$ cat src/design/ive_pkg.sv
// shared constants, source table and types for the interrupt vectoring entry block
package ive_pkg;

  // ***********************************************
  // widths
  // ***********************************************
  localparam int NSRC   = 37; // maskable sources
  localparam int PC_W   = 16;
  localparam int CSR_W  = 4;
  localparam int PSW_W  = 8;
  localparam int LVL_W  = 2;  // setting level width
  localparam int ELV_W  = 2;  // exception level width
  localparam int SIDX_W = 6;  // source index width

  // ***********************************************
  // reset values and level codes
  // ***********************************************
  localparam logic             MIE_RST  = 1'b0;
  localparam logic [ELV_W-1:0] ELV_RST  = 2'h0;
  localparam logic [ELV_W-1:0] ELV_MASK = 2'h1;
  localparam logic [ELV_W-1:0] ELV_NMI  = 2'h2;

  // ***********************************************
  // vector table
  // ***********************************************
  localparam logic [PC_W-1:0] VEC_BASE        = 16'h0006;
  localparam logic [7:0]      WDT_PRIO        = 8'h01;
  localparam logic [PC_W-1:0] VEC_WDT         = 16'h0008;
  localparam logic [PC_W-1:0] VEC_SERIAL_FIFO = 16'h0022;
  localparam logic [PC_W-1:0] VEC_UART_FIFO   = 16'h002C;
  localparam logic [PC_W-1:0] VEC_SLOW_CLK    = 16'h003A;
  localparam logic [PC_W-1:0] VEC_SAR_ADC     = 16'h0040;
  localparam logic [PC_W-1:0] VEC_RC_ADC      = 16'h0042;
  localparam logic [PC_W-1:0] VEC_FTIMER3     = 16'h0066;
  localparam logic [PC_W-1:0] VEC_TBASE2      = 16'h0074;

  // source indices of the named entries (index 0 is the highest priority)
  localparam logic [SIDX_W-1:0] SRC_SERIAL_FIFO = 6'h09;
  localparam logic [SIDX_W-1:0] SRC_UART_FIFO   = 6'h0E;
  localparam logic [SIDX_W-1:0] SRC_SLOW_CLK    = 6'h0F;
  localparam logic [SIDX_W-1:0] SRC_SAR_ADC     = 6'h12;
  localparam logic [SIDX_W-1:0] SRC_RC_ADC      = 6'h13;
  localparam logic [SIDX_W-1:0] SRC_FTIMER3     = 6'h21;
  localparam logic [SIDX_W-1:0] SRC_TBASE2      = 6'h24;

  // fixed priority number of each maskable source, in index order
  localparam logic [7:0] SRC_PRIO [NSRC] = '{
    8'h05, 8'h06, 8'h07, 8'h08, 8'h09, 8'h0A, 8'h0B, 8'h0C,
    8'h0D, 8'h0E, 8'h0F, 8'h10, 8'h11, 8'h12, 8'h13, 8'h1A,
    8'h1B, 8'h1C, 8'h1D, 8'h1E, 8'h21, 8'h22, 8'h25, 8'h26,
    8'h27, 8'h28, 8'h29, 8'h2A, 8'h2B, 8'h2C, 8'h2D, 8'h2E,
    8'h2F, 8'h30, 8'h35, 8'h36, 8'h37
  };

  // ***********************************************
  // types
  // ***********************************************
  typedef struct packed {
    logic [PC_W-1:0]  pc;
    logic [CSR_W-1:0] code_segment_reg;
    logic [PSW_W-1:0] processor_status_word;
  } ive_ctx_s;

  typedef enum logic [2:0] {
    ST_IDLE  = 3'h1,
    ST_FETCH = 3'h2,
    ST_SHIFT = 3'h4
  } ive_state_e;

  typedef enum logic [1:0] {
    KIND_NONE = 2'h0,
    KIND_MASK = 2'h1,
    KIND_NMI  = 2'h2,
    KIND_SWI  = 2'h3
  } ive_kind_e;

endpackage : ive_pkg

$ cat src/design/ive_entry.sv
// interrupt source gating, arbitration and hardware entry sequence
//
// Function
// - gate each maskable source by master and own enable
// - watchdog is unmaskable, priority 1, vector 0008H
// - fetch vector entry, then run shift cycle
// - highest setting level first, then fixed priority
// - maskable accepted only while master enable is 1
// - maskable entry saves pc, segment, status to level one
// - maskable entry clears master enable, level 1, loads pc
// - software trap enters like maskable, vector from instruction
// - serial fifo source priority 14, vector 0022H
// - uart fifo source priority 19, vector 002CH
// - slow clock switch source priority 26, vector 003AH
// - sar converter source priority 29, vector 0040H
// - rc converter source priority 30, vector 0042H
// - function timer 3 priority 48, vector 0066H
// - time base 2 lowest priority 55, vector 0074H
`timescale 1ns/1ps
`default_nettype none

module ive_entry (
  input  wire logic                                        clk,
  input  wire logic                                        rst_n,
  // peripheral side
  input  wire logic [ive_pkg::NSRC-1:0]                    src_irq,
  input  wire logic [ive_pkg::NSRC-1:0]                    src_clr,
  input  wire logic [ive_pkg::NSRC-1:0]                    per_source_enable_regs,
  input  wire logic [ive_pkg::NSRC-1:0][ive_pkg::LVL_W-1:0] src_level,
  input  wire logic                                        watchdog_nmi_source,
  input  wire logic                                        wdt_clr,
  // core side
  input  wire logic                                        core_boundary,
  input  wire ive_pkg::ive_ctx_s                           cur_ctx,
  input  wire logic                                        software_trap_instr,
  input  wire logic [ive_pkg::PC_W-1:0]                    swi_vec_addr,
  input  wire logic                                        mie_set,
  input  wire logic                                        mie_clr,
  input  wire logic                                        exception_level_field_load,
  input  wire logic [ive_pkg::ELV_W-1:0]                   exception_level_field_value,
  input  wire logic                                        vec_valid,
  input  wire logic [ive_pkg::PC_W-1:0]                    vec_data,
  output logic                                             vec_rd,
  output logic [ive_pkg::PC_W-1:0]                         vec_addr,
  output logic                                             pc_load,
  output logic [ive_pkg::PC_W-1:0]                         pc_load_addr,
  output logic                                             entry_done,
  output logic [1:0]                                       entry_kind,
  output logic [ive_pkg::SIDX_W-1:0]                       entry_src,
  output logic                                             busy,
  output logic                                             master_irq_enable,
  output logic [ive_pkg::ELV_W-1:0]                        exception_level_field,
  output logic [ive_pkg::PC_W-1:0]                         return_addr_save_lvl1,
  output logic [ive_pkg::CSR_W-1:0]                        segment_save_lvl1,
  output logic [ive_pkg::PSW_W-1:0]                        status_save_lvl1,
  output logic [ive_pkg::PC_W-1:0]                         return_addr_save_lvl2,
  output logic [ive_pkg::CSR_W-1:0]                        segment_save_lvl2,
  output logic [ive_pkg::PSW_W-1:0]                        status_save_lvl2,
  output logic [ive_pkg::NSRC-1:0]                         pend,
  output logic                                             nmi_pend
);

  // ***********************************************
  // declarations
  // ***********************************************
  ive_pkg::ive_state_e                 st_q;
  ive_pkg::ive_state_e                 st_d;
  ive_pkg::ive_kind_e                  kind_q;
  ive_pkg::ive_kind_e                  kind_d;
  logic [ive_pkg::SIDX_W-1:0]          src_q;
  logic [ive_pkg::SIDX_W-1:0]          src_d;
  logic                                vrd_q;
  logic                                vrd_d;
  logic [ive_pkg::PC_W-1:0]            vaddr_q;
  logic [ive_pkg::PC_W-1:0]            vaddr_d;
  logic                                pcl_q;
  logic                                pcl_d;
  logic [ive_pkg::PC_W-1:0]            pca_q;
  logic [ive_pkg::PC_W-1:0]            pca_d;
  logic                                done_q;
  logic                                done_d;
  logic [1:0]                          dkind_q;
  logic [1:0]                          dkind_d;
  logic [ive_pkg::SIDX_W-1:0]          dsrc_q;
  logic [ive_pkg::SIDX_W-1:0]          dsrc_d;
  logic                                busy_q;
  logic                                busy_d;
  logic                                hold_q;
  logic                                hold_d;
  logic [ive_pkg::NSRC-1:0]            pend_q;
  logic [ive_pkg::NSRC-1:0]            pend_d;
  logic [ive_pkg::NSRC-1:0]            req_en;
  logic                                nmi_q;
  logic                                nmi_d;
  logic                                mie_q;
  logic                                mie_d;
  logic [ive_pkg::ELV_W-1:0]           elv_q;
  logic [ive_pkg::ELV_W-1:0]           elv_d;
  ive_pkg::ive_ctx_s                   sav1_q;
  ive_pkg::ive_ctx_s                   sav1_d;
  ive_pkg::ive_ctx_s                   sav2_q;
  ive_pkg::ive_ctx_s                   sav2_d;
  logic                                win_valid;
  logic [ive_pkg::SIDX_W-1:0]          win_idx;
  logic                                shift_mask;
  logic                                shift_nmi;
  logic                                shift_lvl1;

  // ***********************************************
  // vector address of a maskable source
  // ***********************************************
  function automatic logic [ive_pkg::PC_W-1:0] vec_of(
    input logic [ive_pkg::SIDX_W-1:0] idx
  );
    logic [ive_pkg::PC_W-1:0] v;
    v = '0;
    if (idx < ive_pkg::SIDX_W'(ive_pkg::NSRC)) begin
      v = ive_pkg::VEC_BASE + {7'h00, ive_pkg::SRC_PRIO[idx], 1'b0};
    end
    case (idx)
      ive_pkg::SRC_SERIAL_FIFO: v = ive_pkg::VEC_SERIAL_FIFO;
      ive_pkg::SRC_UART_FIFO:   v = ive_pkg::VEC_UART_FIFO;
      ive_pkg::SRC_SLOW_CLK:    v = ive_pkg::VEC_SLOW_CLK;
      ive_pkg::SRC_SAR_ADC:     v = ive_pkg::VEC_SAR_ADC;
      ive_pkg::SRC_RC_ADC:      v = ive_pkg::VEC_RC_ADC;
      ive_pkg::SRC_FTIMER3:     v = ive_pkg::VEC_FTIMER3;
      ive_pkg::SRC_TBASE2:      v = ive_pkg::VEC_TBASE2;
      default:                  v = v;
    endcase
    return v;
  endfunction : vec_of

  // ***********************************************
  // pending flags and gating
  // ***********************************************
  // the shift cycle retires the flag of the source being entered
  assign shift_mask = (st_q == ive_pkg::ST_SHIFT) && (kind_q == ive_pkg::KIND_MASK);
  assign shift_nmi  = (st_q == ive_pkg::ST_SHIFT) && (kind_q == ive_pkg::KIND_NMI);
  assign shift_lvl1 = shift_mask || ((st_q == ive_pkg::ST_SHIFT) &&
                                     (kind_q == ive_pkg::KIND_SWI));

  // per source: a new request wins over clear or service in the same cycle
  for (genvar g = 0; g < ive_pkg::NSRC; g++) begin : g_src
    assign pend_d[g] = src_irq[g] |
                       (pend_q[g] & ~src_clr[g] &
                        ~(shift_mask && (src_q == ive_pkg::SIDX_W'(g))));
    assign req_en[g] = pend_q[g] & per_source_enable_regs[g] & mie_q;
  end

  // watchdog flag: no enable of any kind sits in its path
  always_comb begin
    nmi_d = watchdog_nmi_source | (nmi_q & ~wdt_clr & ~shift_nmi);
  end

  // pending registers
  always_ff @(posedge clk) begin
    if (!rst_n) begin
      pend_q <= '0;
      nmi_q  <= 1'b0;
    end else begin
      pend_q <= pend_d;
      nmi_q  <= nmi_d;
    end
  end

  // ***********************************************
  // arbitration
  // ***********************************************
  // losing requests keep their flags and compete again later
  ive_arb u_arb (
    .req   (req_en),
    .level (src_level),
    .valid (win_valid),
    .idx   (win_idx)
  );

  // ***********************************************
  // entry sequencer
  // ***********************************************
  // idle -> fetch vector -> shift cycle; one entry in flight at a time
  always_comb begin
    st_d    = st_q;
    kind_d  = kind_q;
    src_d   = src_q;
    vrd_d   = vrd_q;
    vaddr_d = vaddr_q;
    pcl_d   = 1'b0;
    pca_d   = pca_q;
    done_d  = 1'b0;
    dkind_d = dkind_q;
    dsrc_d  = dsrc_q;
    busy_d  = busy_q;
    hold_d  = hold_q;
    case (st_q)
      ive_pkg::ST_IDLE: begin
        if (core_boundary && hold_q) begin
          hold_d = 1'b0; // first handler instruction runs unbroken
        end else if (core_boundary && nmi_q) begin
          kind_d  = ive_pkg::KIND_NMI;
          src_d   = '0;
          vaddr_d = ive_pkg::VEC_WDT;
          vrd_d   = 1'b1;
          busy_d  = 1'b1;
          st_d    = ive_pkg::ST_FETCH;
        end else if (core_boundary && software_trap_instr) begin
          kind_d  = ive_pkg::KIND_SWI;
          src_d   = '0;
          vaddr_d = swi_vec_addr;
          vrd_d   = 1'b1;
          busy_d  = 1'b1;
          st_d    = ive_pkg::ST_FETCH;
        end else if (core_boundary && win_valid) begin
          kind_d  = ive_pkg::KIND_MASK;
          src_d   = win_idx;
          vaddr_d = vec_of(win_idx);
          vrd_d   = 1'b1;
          busy_d  = 1'b1;
          st_d    = ive_pkg::ST_FETCH;
        end
      end
      ive_pkg::ST_FETCH: begin
        // table read stays requested until the core returns the entry
        if (vec_valid) begin
          vrd_d = 1'b0;
          pca_d = vec_data;
          st_d  = ive_pkg::ST_SHIFT;
        end
      end
      ive_pkg::ST_SHIFT: begin
        pcl_d   = 1'b1;
        done_d  = 1'b1;
        dkind_d = kind_q;
        dsrc_d  = src_q;
        busy_d  = 1'b0;
        hold_d  = 1'b1;
        kind_d  = ive_pkg::KIND_NONE;
        st_d    = ive_pkg::ST_IDLE;
      end
      default: begin
        st_d   = ive_pkg::ST_IDLE;
        vrd_d  = 1'b0;
        busy_d = 1'b0;
        kind_d = ive_pkg::KIND_NONE;
      end
    endcase
  end

  // sequencer registers
  always_ff @(posedge clk) begin
    if (!rst_n) begin
      st_q    <= ive_pkg::ST_IDLE;
      kind_q  <= ive_pkg::KIND_NONE;
      src_q   <= '0;
      vrd_q   <= 1'b0;
      vaddr_q <= '0;
      pcl_q   <= 1'b0;
      pca_q   <= '0;
      done_q  <= 1'b0;
      dkind_q <= '0;
      dsrc_q  <= '0;
      busy_q  <= 1'b0;
      hold_q  <= 1'b0;
    end else begin
      st_q    <= st_d;
      kind_q  <= kind_d;
      src_q   <= src_d;
      vrd_q   <= vrd_d;
      vaddr_q <= vaddr_d;
      pcl_q   <= pcl_d;
      pca_q   <= pca_d;
      done_q  <= done_d;
      dkind_q <= dkind_d;
      dsrc_q  <= dsrc_d;
      busy_q  <= busy_d;
      hold_q  <= hold_d;
    end
  end

  // ***********************************************
  // saved context, master enable, exception level
  // ***********************************************
  // the shift cycle overrides a core update of a field it writes in the same cycle; a watchdog shift leaves master enable to the core
  always_comb begin
    sav1_d = sav1_q;
    sav2_d = sav2_q;
    mie_d  = mie_q;
    elv_d  = elv_q;
    if (mie_set) begin
      mie_d = 1'b1;
    end else if (mie_clr) begin
      mie_d = 1'b0;
    end
    if (exception_level_field_load) begin
      elv_d = exception_level_field_value;
    end
    if (shift_lvl1) begin
      sav1_d = cur_ctx;
      mie_d  = 1'b0;
      elv_d  = ive_pkg::ELV_MASK;
    end else if (shift_nmi) begin
      sav2_d = cur_ctx;
      elv_d  = ive_pkg::ELV_NMI;
    end
  end

  // context registers
  always_ff @(posedge clk) begin
    if (!rst_n) begin
      sav1_q <= '0;
      sav2_q <= '0;
      mie_q  <= ive_pkg::MIE_RST;
      elv_q  <= ive_pkg::ELV_RST;
    end else begin
      sav1_q <= sav1_d;
      sav2_q <= sav2_d;
      mie_q  <= mie_d;
      elv_q  <= elv_d;
    end
  end

  // ***********************************************
  // outputs, all straight from registers
  // ***********************************************
  assign vec_rd                = vrd_q;
  assign vec_addr              = vaddr_q;
  assign pc_load               = pcl_q;
  assign pc_load_addr          = pca_q;
  assign entry_done            = done_q;
  assign entry_kind            = dkind_q;
  assign entry_src             = dsrc_q;
  assign busy                  = busy_q;
  assign master_irq_enable     = mie_q;
  assign exception_level_field = elv_q;
  assign return_addr_save_lvl1 = sav1_q.pc;
  assign segment_save_lvl1     = sav1_q.code_segment_reg;
  assign status_save_lvl1      = sav1_q.processor_status_word;
  assign return_addr_save_lvl2 = sav2_q.pc;
  assign segment_save_lvl2     = sav2_q.code_segment_reg;
  assign status_save_lvl2      = sav2_q.processor_status_word;
  assign pend                  = pend_q;
  assign nmi_pend              = nmi_q;

endmodule : ive_entry

`default_nettype wire

$ cat src/design/ive_arb.sv
// winner selection among enabled maskable requests
`timescale 1ns/1ps
`default_nettype none

module ive_arb (
  input  wire logic [ive_pkg::NSRC-1:0]                    req,
  input  wire logic [ive_pkg::NSRC-1:0][ive_pkg::LVL_W-1:0] level,
  output logic                                             valid,
  output logic [ive_pkg::SIDX_W-1:0]                       idx
);

  // scan from lowest rank upward; ">=" lets the lower index win a level tie
  always_comb begin
    logic [ive_pkg::LVL_W-1:0] best;
    best  = '0;
    valid = 1'b0;
    idx   = '0;
    for (int i = ive_pkg::NSRC - 1; i >= 0; i--) begin
      if (req[i] && (!valid || level[i] >= best)) begin
        valid = 1'b1;
        best  = level[i];
        idx   = ive_pkg::SIDX_W'(i);
      end
    end
  end

endmodule : ive_arb

`default_nettype wire

$ cat config.mk
export PLATFORM = sky130hd
export DESIGN_NAME = ive_entry
export DESIGN_NICKNAME = d
export VERILOG_FILES = /design/src/design/ive_pkg.sv /design/src/design/ive_entry.sv /design/src/design/ive_arb.sv
export SDC_FILE = /design/constraint.sdc
export NUM_CORES = 1
export LEC_CHECK = 0
export BUFFER_PORTS_ARGS = -buffer_cell sky130_fd_sc_hd__buf_2
export CAP_MARGIN = 20
export CORE_AREA = 2 2 156 158
export DETAILED_ROUTE_END_ITERATION = 7
export DIE_AREA = 0 0 158 160
export PLACE_DENSITY = 0.77
export SYNTH_ARGS = -nofsm -noshare
export SYNTH_HDL_FRONTEND = slang
export SYNTH_SLANG_ARGS = --single-unit
$ cat constraint.sdc
create_clock -name clk -period 80.4 [get_ports clk]
set_input_delay 8.04 -clock clk [delete_from_list [all_inputs] [get_ports clk]]
set_output_delay 8.04 -clock clk [all_outputs]
set_load 0.02 [all_outputs]
# == Word-level counts from Yosys, hierarchy flattened ==
# Memories as Yosys holds them, arrays and structs flattened.
# Cells that the tools add are included.
# W data, S select, Z words.
# word_totals
register_bits,152
rom_bits,512
inputBits,257
out_inout_bits,141
wordCells,698
memories,1
# classes
addsub,1
magnitude_cmp,38
n_eq_ne,53
n_mux,146
bitwise_logic,270
reduce_logical,167
# memory_table
name,depth,word_bits,rd,rd_clocked_by_memory_dff,wr,line_no,source
(no name shown),64,8,1,0,0,ive_entry.sv:118,"v = ive_pkg::VEC_BASE + {7'h00, ive_pkg::SRC_PRIO[idx], 1'b0};"
# ops
operator,n
$mux W6,40
$and A1 B1 Y1,150
$pmux W16 S7,1
$eq A6 B5 Y1 const B,18
$mux W2,42
$not A1 Y1,81
$logic_and A1 B1 Y1,80
$ge A2 B2 Y1,36
$eq A6 B4 Y1 const B,11
$mux W16,3
$mux W1,47
$eq A6 B6 Y1 const B,7
$or A1 B1 Y1,38
$logic_or A1 B1 Y1,37
$logic_not A1 Y1,36
$eq A6 B3 Y1 const B,4
$mux W8,2
$mux W3,5
$eq A6 B2 Y1 const B,2
$add A3 B9 Y10 const A,1
$mux W10,1
$reduce_and A3 Y1,3
$ge A7 B7 Y1 const B,1
$not A6 Y7,1
other kinds (19),28

# == Depth between registers and ports, before layout ==
# Gate-level depths: netlist of the first run.
# logic_depth
depth_word,157
depth_mapped,267
depth_no_buf,259

# == Modules after synthesis ==
# From an unflattened synthesis of the first run, not the netlist that was laid out.
# unflattened
hier_cells,1453
hier_area_um2,10955.5
# modules_own_cells
module,instances,cells_per_inst,area_per_inst_um2,seq_area_each_um2
ive_entry,1,837,6995.5,3042.9
ive_arb,1,616,3960.0,0.0

# == Least setup slack after synthesis of the first run ==
# No wires, ideal clock.
# synth_timing
path_type,input port to flip-flop
from,in per_source_enable_regs[36] in the netlist's numbering
to,"reg vaddr_q, in the netlist vec_addr[4]"
setup_ns,0.058
t_arrival_ns,53.381
required_ns,80.342
path_slack_ns,26.961
path_stages,241
path_buffers,3
path_cell_list,nand2_1 > nor3_1 > ha_1 > or3b_1 > a31oi_1 > a32oi_1 > nor2_1 > ha_1 > nand2b_1 > a221oi_1 > o21ai_0 > o21ai_0 > ha_1 > nand2b_1 > a211oi_1 > o21ai_1 > a211oi_1 > buf_4 > [205 not listed] > a21oi_1 > a21oi_4 > mux2_2 > ha_1 > nand2b_1 > a21oi_1 > inv_1 > o21bai_1 > nand3_1 > o21a_1 > a41oi_1 > inv_1 > ha_1 > and4_1 > or4_1 > or4b_1 > mux2i_1 > a211o_1
# synth_between
elab_chain_cells,157
word_cells_on_any_way,277
cone_classes,1 x add/sub; 37 x order compare; 7 x eq/ne; 117 x mux; 3 x bitwise; 111 x reduce/logical; 1 x memory
# synth_rtl
element,line_no,source
from (decl),ive_entry.sv:28,"input wire logic [ive_pkg::NSRC-1:0] per_source_enable_regs,"
$and A1 B1 Y1 (*) (2 in a row),ive_entry.sv:147,assign req_en[g] = pend_q[g] & per_source_enable_regs[g] & mie_q;
$mux W2 / $mux W1 (equally long branches),ive_arb.sv:19,if (req[i] && (!valid || level[i] >= best)) begin
$ge A2 B2 Y1 / $logic_not A1 Y1 (equally long branches),ive_arb.sv:19,
$logic_or A1 B1 Y1,ive_arb.sv:19,
$logic_and A1 B1 Y1,ive_arb.sv:19,
$mux W2 / $mux W1 (equally long branches),ive_arb.sv:19,
$ge A2 B2 Y1 / $logic_not A1 Y1 (equally long branches),ive_arb.sv:19,
$logic_or A1 B1 Y1,ive_arb.sv:19,
[139 not listed],n/a,
$mem_v2 Z64 W8,n/a,
$mux W8 (implied by the code) (2 in a row),ive_entry.sv:118,
$add A3 B9 Y10,ive_entry.sv:118,
$mux W10,ive_entry.sv:117,if (idx < ive_pkg::SIDX_W'(ive_pkg::NSRC)) begin
$pmux W16 S7,ive_entry.sv:120,case (idx)
$mux W16,ive_entry.sv:212,end else if (core_boundary && win_valid) begin
$mux W16,ive_entry.sv:205,end else if (core_boundary && software_trap_instr) begin
$mux W16,ive_entry.sv:198,end else if (core_boundary && nmi_q) begin
to (signal assigned),ive_entry.sv:268,vaddr_q <= vaddr_d;
to (decl),ive_entry.sv:74,logic [ive_pkg::PC_W-1:0] vaddr_q;
# Every way passes the cells marked *; elsewhere a longest branch is shown, timed or not. The select of a mux whose other input is x is not followed.
# A chain may end at the register's enable or synchronous reset.

# == Final worst setup path of the first run ==
# Ends and elaborated chain as after synthesis.

==> impl_metrics.toml, run 1 <==
[setup_path]
endpoint_kind = "flop"
timing.rr.start = "master_irq_enable$_SDFFE_PP0P_"
critPathMostFrequentCell = "ha_1"
cp_max_fo = 12
rrSetupSlack_ns = 26.90
r2r-end = "vec_addr[4]$_SDFFE_PN0P_"
r2r_cells = 241
worstSetupPathType = "in -> reg"
slowest_stage = "o21ai_0"
slowest_delay_ns = 0.68
required_ns = 80.79
arrival_ns = 60.26
worstSetupStartpointType = "primary input"

[sta]
layout_min_cycle_time_ns = 59.87
slew-limit-headroom_pct = 28.75
hold_violations = 0
worstMarginPinSlew_ns = 1.066
fmax_ghz = 0.01670
timing.final.crit_share_pct = 74.47
rsz0062_at_grt = "false"
fin_ws_ns = 20.53
slew_violations = 0
skew_ns = 0.01391
setup_viol = 0
whs_ns = 0.4474
final.setup.tns_ns = 0

[power]
p_sw_share_pct = 37.65
p_clk_share_pct = 34.1
p_sw_w = 0.00009235
seqPwrFrac_pct = 33.2
totalPowerFinal_w = 0.0002453
p_leak_nw = 6.363
intPower_w = 0.0001529
ir_worst_vdd_v = 0.00001536
powerDensity_nw_per_um2 = 17.61
comb_power_share_pct = 32.6

[global_route]
grt_max_degree = 90
grt_pass1_vias = 12180
grt_usage_pct = 32.77
antenna_found_initial = 8
grt-ovfl-total = 0
grt_first_pass_wirelength_um = 65480

[die]
fp.dieH_um = 160
die-area_um2 = 25280
placementRows = 57
ios = 398
initial_core_util_pct = 46.30
die_w_um = 158
fp.coreArea_um2 = 23820

[clocking]
cts_buffers = 17
h-tree-depth = 4
postCtsSetupRepairBufs = 0
cts_hold_buf = 0
clock_latency_ns = 0.44
post_cts_resized = 0
ctsLongestPathBuffers = 2
clk_pin_slew_ns = 0.08
cts_root_buf = "clkbuf_16"
cts_sinks = 152
cts_tree = "done"

[min_path]
hold_depth = 1
hold_class = "reg -> reg"
worstHoldStart = "vec_addr[6]$_SDFFE_PN0P_"
holdPathEnd = "vec_addr[6]$_SDFFE_PN0P_"

[yosys]
synth_nets = 1751
syn_inst = 1444
async_reset_ff_share_pct = 0
synth_edf_count = 0
yosysSeqAreaShare_pct = 27.59
ys_warn_count = 0
ys.flop_type = "dfxtp_1"
ys_seq_elements = 152
ys_types = 100
avgSynthCellArea_um2 = 7.638
synth_area_um2 = 11030

[drt]
ant_nets = 0
avgRoutedWirePerCell_um = 19.88
wirelength_um = 42950
num_vias = 12660
drc = 0
first_pass_iters = 8
routed_via_density = 5.859
drtIter0Drc = 939

[cells_and_area]
final_core_util_pct = 58.48
final_nets = 2126
layout_commonest_cell = "buf_2"
areaGrowthSynthToFinish_pct = 26.31
post_route_cells_drive_above_1_share_pct = 27.51
final_cell_mix = "buf_2, nand2_1, dfxtp_1"

[run]
cap_violations = 0

[placement]
port_buffers = 397
place_ws_ns = 21.05
dp_hpwl_um = 34140
place.gp.congestion = 0.9735

[status]
outcome = "complete, no violations"
flip-flops by register name, summed over array words and instances (netlist names), 6 cells and up:
name / flops
status_save_lvl2: 8
pend: 37
return_addr_save_lvl2: 16
pc_load_addr: 16
status_save_lvl1: 8
return_addr_save_lvl1: 16
vec_addr: 16
entry_src: 6
src_q: 6
per-layer routing:
| metal | wire, µm | GRT usage [%] | vias to the layer above |
|---|---|---|---|
| li1 | - | - | 6064 |
| met1 | 17590 | 40.44 | 5890 |
| met2 | 19400 | 53.60 | 596 |
| met3 | 4176 | 8.955 | 103 |
| met4 | 1735 | 13.64 | 8 |
| met5 | 47 | 0 | - |
power groups by stage:
stage	sequential (W)	clock, W	combinational [W]
after detailed placement	0.0000833	0	0.0000783
final	0.0000815	0.0000837	0.0000801
after CTS	0.0000815	0.0000845	0.0000791
after floorplan	0.0000851	0	0.0000505
after global routing	0.0000819	0.0000874	0.0000877
after global placement	0.0000831	0	0.0000771
worst max-delay path by stage:
stage / startpoint / end / slack, ns / depth (start not counted)
4_1_cts: per_source_enable_regs[36] / vec_addr[4]$_SDFFE_PN0P_ / 21.31 / 241
3_5_place_dp: per_source_enable_regs[36] / vec_addr[4]$_SDFFE_PN0P_ / 21.05 / 241
3_3_place_gp: per_source_enable_regs[36] / vec_addr[4]$_SDFFE_PN0P_ / 21.97 / 242
5_1_grt: per_source_enable_regs[36] / vec_addr[4]$_SDFFE_PN0P_ / 16.37 / 244
6_report: per_source_enable_regs[36] / vec_addr[4]$_SDFFE_PN0P_ / 20.53 / 241
2_1_floorplan: per_source_enable_regs[36] / vec_addr[4]$_SDFFE_PN0P_ / 26.96 / 241
metrics by stage:
step	instance area, µm²	cells
2_1_floorplan	11030	1444
3_3_place_gp	13270	2121
3_5_place_dp	13280	2122
4_1_cts	13880	2154
5_1_grt	13930	2159
6_report	13930	2161
kinds of logic (layout without fill, tap and decap cells):
family | Yosys count | in the layout | synth area share, %
multiplexers | 14 | 14 | 1.384
flip-flops | 152 | 152 | 27.59
AND/OR/NAND/NOR | 610 | 610 | 28.05
AO/OA/AOI/OAI | 498 | 498 | 32.73
other | 0 | 5 | 0
XOR/XNOR | 2 | 2 | 0.1588
buffers and inverters | 118 | 506 | 4.413
adder cells (fa/ha/maj) | 50 | 50 | 5.672
cells in the mapped netlist (5+ instances only):
library cell / instances / area (µm²)
nand2_1: 245 / 919.6
dfxtp_1: 152 / 3043
a21oi_1: 92 / 460.4
a21boi_0: 83 / 623.1
nand2b_1: 76 / 475.5
nor2_1: 65 / 244.0
inv_1: 63 / 236.5
o21ai_0: 62 / 310.3
o21a_1: 54 / 405.4
ha_1: 50 / 625.6
nand3_1: 43 / 215.2
clkbuf_1: 42 / 157.7
and3_1: 39 / 244.0
a22o_1: 19 / 166.4
and2_1: 19 / 118.9
nand4_1: 18 / 112.6
nor2b_1: 17 / 106.4
a22oi_1: 16 / 120.1
nor3_1: 15 / 75.07
a211o_1: 13 / 113.9
a31oi_1: 13 / 81.33
a211oi_1: 12 / 90.09
a21o_1: 11 / 82.58
o211ai_1: 11 / 82.58
nor4_1: 10 / 62.56
mux2_2: 9 / 101.4
o31ai_1: 9 / 67.56
a311o_1: 8 / 80.08
nor3b_1: 8 / 60.06
o22ai_1: 8 / 50.05
or3_1: 8 / 50.05
or2_2: 7 / 43.79
a221o_1: 6 / 60.06
a221oi_1: 6 / 52.55
a311oi_1: 6 / 52.55
a31o_2: 5 / 43.79
a41oi_1: 5 / 43.79
buf_2: 5 / 25.02
nand3b_1: 5 / 37.54
nand4b_1: 5 / 43.79
o21ai_1: 5 / 25.02
worst max-delay path, delay by kind of cell:
kind | cells | cell delay (ns)
AOI/OAI and AO/OA | 113 | 25.17
and+or+nand+nor | 77 | 13.20
adders and majority gates | 37 | 10.04
muxes | 9 | 3.10
buffers and inverters | 5 | 0.68
final cells by class:
cell class,instances,area (µm²)
multi-input combinational,1174,7513
sequential,152,3044
antenna,5,12.51
fill,2303,9889
inverter,63,236.5
tap,324,405.4
clock inverter,15,175.2
timing repair buffer,411,2118
clock buffer,17,425.4
Note: power is estimated with default switching activity, not from simulation.
==> run 2, diff against run 1 <==
==> constraint.sdc (replaced) <==
create_clock -name clk -period 62.2 [get_ports clk]
set_input_delay 6.22 -clock clk [delete_from_list [all_inputs] [get_ports clk]]
set_output_delay 6.22 -clock clk [all_outputs]
set_load 0.02 [all_outputs]
==> impl_metrics.toml, run 2 (same netlist as run 1, synthesis figures left out) <==
[sta]
layout_min_cycle_time_ns = 57.78
slew_violations = 0
timing.final.crit_share_pct = 92.89
slew-limit-headroom_pct = 25.24
skew_ns = 0.02014
fmax_ghz = 0.01731
hold_violations = 0
worstMarginPinSlew_ns = 1.111
final.setup.tns_ns = 0
rsz0062_at_grt = "false"
setup_viol = 0

[die]
die-area_um2 = 25280
fp.dieH_um = 160
ios = 398
fp.coreArea_um2 = 23820
placementRows = 57
initial_core_util_pct = 46.30
die_w_um = 158

[drt]
ant_nets = 0
drc = 0
avgRoutedWirePerCell_um = 19.53
routed_via_density = 5.907
num_vias = 12760
wirelength_um = 42200
drtIter0Drc = 979
first_pass_iters = 5

[cells_and_area]
largest_reg_flops = 37
final_core_util_pct = 58.34
nFillCells = 2347
layout_commonest_cell = "buf_2"
post_route_cells_drive_above_1_share_pct = 27.51
final_cell_mix = "buf_2, nand2_1, dfxtp_1"
areaGrowthSynthToFinish_pct = 26.00
final_nets = 2126
fin_cells = 2161

[power]
comb_power_share_pct = 33.3
totalPowerFinal_w = 0.0003110
intPower_w = 0.0001963
seqPwrFrac_pct = 33.9
p_sw_share_pct = 36.87
powerDensity_nw_per_um2 = 22.38
ir_worst_vdd_v = 0.00001525
p_leak_nw = 6.337
p_sw_w = 0.0001147
p_clk_share_pct = 32.8

[global_route]
grt_pass1_vias = 11950
grt_usage_pct = 32.22
grt_first_pass_wirelength_um = 64450
antenna_found_initial = 7
grt_max_degree = 95
grt-ovfl-total = 0

[setup_path]
required_ns = 62.56
endpoint_kind = "flop"
arrival_ns = 58.14
slowest_delay_ns = 0.64
worstSetupPathType = "in -> reg"
cp_max_fo = 12
slowest_stage = "o21ai_0"
worstSetupStartpointType = "primary input"
critPathMostFrequentCell = "ha_1"

[clocking]
clock_latency_ns = 0.43
postCtsSetupRepairBufs = 0
cts_root_buf = "clkbuf_16"
ctsLongestPathBuffers = 2
cts_tree = "done"
h-tree-depth = 4
clk_pin_slew_ns = 0.07
cts_sinks = 152
post_cts_resized = 0
cts_buffers = 17
cts_hold_buf = 0

[placement]
place.gp.congestion = 1.007
port_buffers = 397
dp_hpwl_um = 33450
post-place-cells = 2121

[status]
outcome = "complete, no violations"

[run]
cap_violations = 0

[min_path]
hold_class = "reg -> reg"
run 2: changes by cell type in the layout (fill, tap and decap cells not counted):
cell | before | now
clkinv_8 | 5 | 1
clkinvlp_4 | 0 | 3
clkinv_4 | 1 | 3
inv_8 | 4 | 3
buf_2 | 396 | 397
clkbuf_4 | 1 | 0
a31oi_1 | 13 | 12
clkinv_2 | 1 | 0
clkbuf_1 | 0 | 1
a31oi_2 | 0 | 1
run 2: final timing paths:
check,start,endpoint,slack [ns],depth (start not counted)
max,per_source_enable_regs[36],vec_addr[4]$_SDFFE_PN0P_,4.42,244
min,vec_addr[6]$_SDFFE_PN0P_,vec_addr[6]$_SDFFE_PN0P_,0.45,1
max reg2reg,master_irq_enable$_SDFFE_PP0P_,vec_addr[4]$_SDFFE_PN0P_,9.00,244
min reg2reg,vec_addr[6]$_SDFFE_PN0P_,vec_addr[6]$_SDFFE_PN0P_,0.45,1
run 2: layout make-up:
class / count / area, µm² / area share (%)
repair buffers: 411 / 2116 / 15.22
flip-flops and latches: 152 / 3044 / 21.91
diodes: 5 / 12.51 / 0.09003
clock buffers: 18 / 429.2 / 3.088
clock inverters: 14 / 133.9 / 0.9634
inverters: 63 / 236.5 / 1.702
well taps: 324 / 405.4 / 2.917
multi-input cells: 1174 / 7520 / 54.11
run 2: critical path: cells and delay by family:
| family | cells | cell delay (ns) |
|---|---|---|
| muxes | 9 | 3.06 |
| and+or+nand+nor | 76 | 12.24 |
| AOI/OAI and AO/OA | 117 | 25.89 |
| buffers and inverters | 5 | 0.70 |
| adders and majority gates | 37 | 9.98 |
run 2: power by group through the flow:
| stage | Clock (W) | Sequential [W] | Combinational (W) |
|---|---|---|---|
| after floorplan | 0 | 0.000110 | 0.0000653 |
| final | 0.000102 | 0.000105 | 0.000103 |
| after global placement | 0 | 0.000107 | 0.0000994 |
| after global routing | 0.000107 | 0.000106 | 0.000114 |
| after detailed placement | 0 | 0.000108 | 0.000101 |
| after CTS | 0.000103 | 0.000105 | 0.000102 |
run 2: stage by stage:
stage          area (µm²)  setup slack (ns)  hold WS, ns
2_1_floorplan       11030             10.58       0.4799
3_3_place_gp        13260             5.905       0.4322
3_5_place_dp        13270             4.870       0.4385
4_1_cts             13830             5.104       0.4542
5_1_grt             13890            0.1418       0.4826
6_report            13900             4.420       0.4511
run 2: metal layers:
metal	GRT usage, %	up-vias	share of wire, %
li1	-	6052	-
met1	40.36	5934	40
met2	51.96	667	45
met3	9.037	107	11
met4	13.14	4	4.1
met5	0	-	0.057
==> run 3, diff against run 2 <==
--- a/config.mk
+++ b/config.mk
@@ -7,10 +7,10 @@
 export LEC_CHECK = 0
 export BUFFER_PORTS_ARGS = -buffer_cell sky130_fd_sc_hd__buf_2
 export CAP_MARGIN = 20
-export CORE_AREA = 2 2 156 158
+export CORE_UTILIZATION = 45
 export DETAILED_ROUTE_END_ITERATION = 7
-export DIE_AREA = 0 0 158 160
-export PLACE_DENSITY = 0.77
+export PLACE_DENSITY = 0.75
+export RECOVER_POWER = 50
 export SYNTH_ARGS = -nofsm -noshare
 export SYNTH_HDL_FRONTEND = slang
 export SYNTH_SLANG_ARGS = --single-unit
==> impl_metrics.toml, run 3 (same netlist as run 1, synthesis figures left out) <==
[clocking]
cts_hold_buf = 0
post_cts_resized = 0
clock_latency_ns = 0.44
cts_tree = "done"
ctsLongestPathBuffers = 2
h-tree-depth = 4
postCtsSetupRepairBufs = 0
cts_buffers = 17
cts_sinks = 152
cts_root_buf = "clkbuf_16"
clk_pin_slew_ns = 0.08

[setup_path]
required_ns = 62.52
slowest_stage = "nor3_1"
worstSetupStartpointType = "primary input"
cp_num_buf_inv = 5
worstSetupPathType = "in -> reg"
cp_max_fo = 12
cpLargestDelayFamily = "compound AO/OA/AOI/OAI gates"
endpoint_kind = "flop"
arrival_ns = 58.24
slowest_delay_ns = 0.65
critPathMostFrequentCell = "ha_1"

[sta]
worstMarginPinSlew_ns = 4.194
setup_viol = 0
final.setup.tns_ns = 0
rsz0062_at_grt = "false"
slew-limit-headroom_pct = -179.6
hold_violations = 0
timing.final.crit_share_pct = 93.11
fmax_ghz = 0.01727
skew_ns = 0.02255
slew_violations = 103
layout_min_cycle_time_ns = 57.91

[run]
cap_violations = 1

[power]
ir_worst_vdd_v = 0.00001595
intPower_w = 0.0001982
p_sw_w = 0.0001188
p_leak_nw = 5.880
totalPowerFinal_w = 0.0003170
powerDensity_nw_per_um2 = 23.03
p_clk_share_pct = 34.4
p_sw_share_pct = 37.48
seqPwrFrac_pct = 33.3
comb_power_share_pct = 32.3

[drt]
avgRoutedWirePerCell_um = 19.43
wirelength_um = 41890
num_vias = 12790
ant_nets = 0
first_pass_iters = 5
drtIter0Drc = 1030
routed_via_density = 5.934
drc = 0

[die]
initial_core_util_pct = 46.43
ios = 398
placementRows = 56
die-area_um2 = 25140
fp.dieH_um = 158.6
die_w_um = 158.6
fp.coreArea_um2 = 23750

[global_route]
grt_pass1_vias = 11860
grt-ovfl-total = 0
grt_first_pass_wirelength_um = 63590
grt_max_degree = 103
antenna_found_initial = 5
grt_usage_pct = 32.84

[placement]
dp_hpwl_um = 32960
place.gp.congestion = 0.9931
port_buffers = 397

[status]
violations = "capacitance limit, slew limit"
outcome = "finished, violations left"

[cells_and_area]
largest_reg_flops = 37
multi_input_area_um2 = 7507
layout_commonest_cell = "buf_2"
final_cell_mix = "buf_2, nand2_1, dfxtp_1"
areaGrowthSynthToFinish_pct = 24.80
final_nets = 2125
post_route_cells_drive_above_1_share_pct = 21.41
nFillCells = 2341
seq_area_um2 = 3044

[min_path]
hold_class = "reg -> reg"
==> run 3: path summary, 6_finish.rpt <==
kind	depth (start not counted)	slack [ns]	from	to
setup / recovery	241	4.29	per_source_enable_regs[36]	vec_addr[5]$_SDFFE_PN0P_
hold / removal	1	0.45	vec_addr[6]$_SDFFE_PN0P_	vec_addr[6]$_SDFFE_PN0P_
setup reg to reg	240	9.36	master_irq_enable$_SDFFE_PP0P_	vec_addr[5]$_SDFFE_PN0P_
hold reg to reg	1	0.45	vec_addr[6]$_SDFFE_PN0P_	vec_addr[6]$_SDFFE_PN0P_
==> run 3: layout make-up <==
class	count	area share, %
inverter	63	1.718
tap	319	2.900
sequential	152	22.12
antenna	6	0.1091
timing repair buffer	410	14.13
multi-input combinational	1174	54.54
clock inverter	15	1.400
clock buffer	17	3.091
==> run 3: power groups by stage <==
stage / Sequential (W) / Clock [W] / Combinational, W
2_1_floorplan: 0.000110 / 0 / 0.0000653
3_3_place_gp: 0.000108 / 0 / 0.0000993
3_5_place_dp: 0.000108 / 0 / 0.000101
4_1_cts: 0.000105 / 0.000111 / 0.000101
5_1_grt: 0.000106 / 0.000115 / 0.000112
6_report: 0.000106 / 0.000109 / 0.000102
==> run 3: routing by layer <==
metal	vias to the layer above	global-route usage [%]	routed length [µm]
li1	6059	-	-
met1	5967	39.30	16780
met2	634	53.51	19200
met3	134	8.302	3791
met4	0	18.36	2121
met5	-	0	0
==> run 3: metrics by stage <==
| stage | cells | instance area (µm²) | utilization (%) | worst slack (ns) | hold slack [ns] |
|---|---|---|---|---|---|
| detailed placement | 2118 | 13270 | 55.88 | 4.830 | 0.4381 |
| global placement | 2118 | 13270 | 55.88 | 5.851 | 0.4327 |
| CTS | 2150 | 13890 | 58.49 | 4.981 | 0.4574 |
| floorplan | 1444 | 11030 | - | 10.58 | 0.4799 |
| finish | 2156 | 13760 | 57.95 | 4.287 | 0.4541 |
| global route | 2155 | 13760 | 57.94 | 0.01732 | 0.4896 |
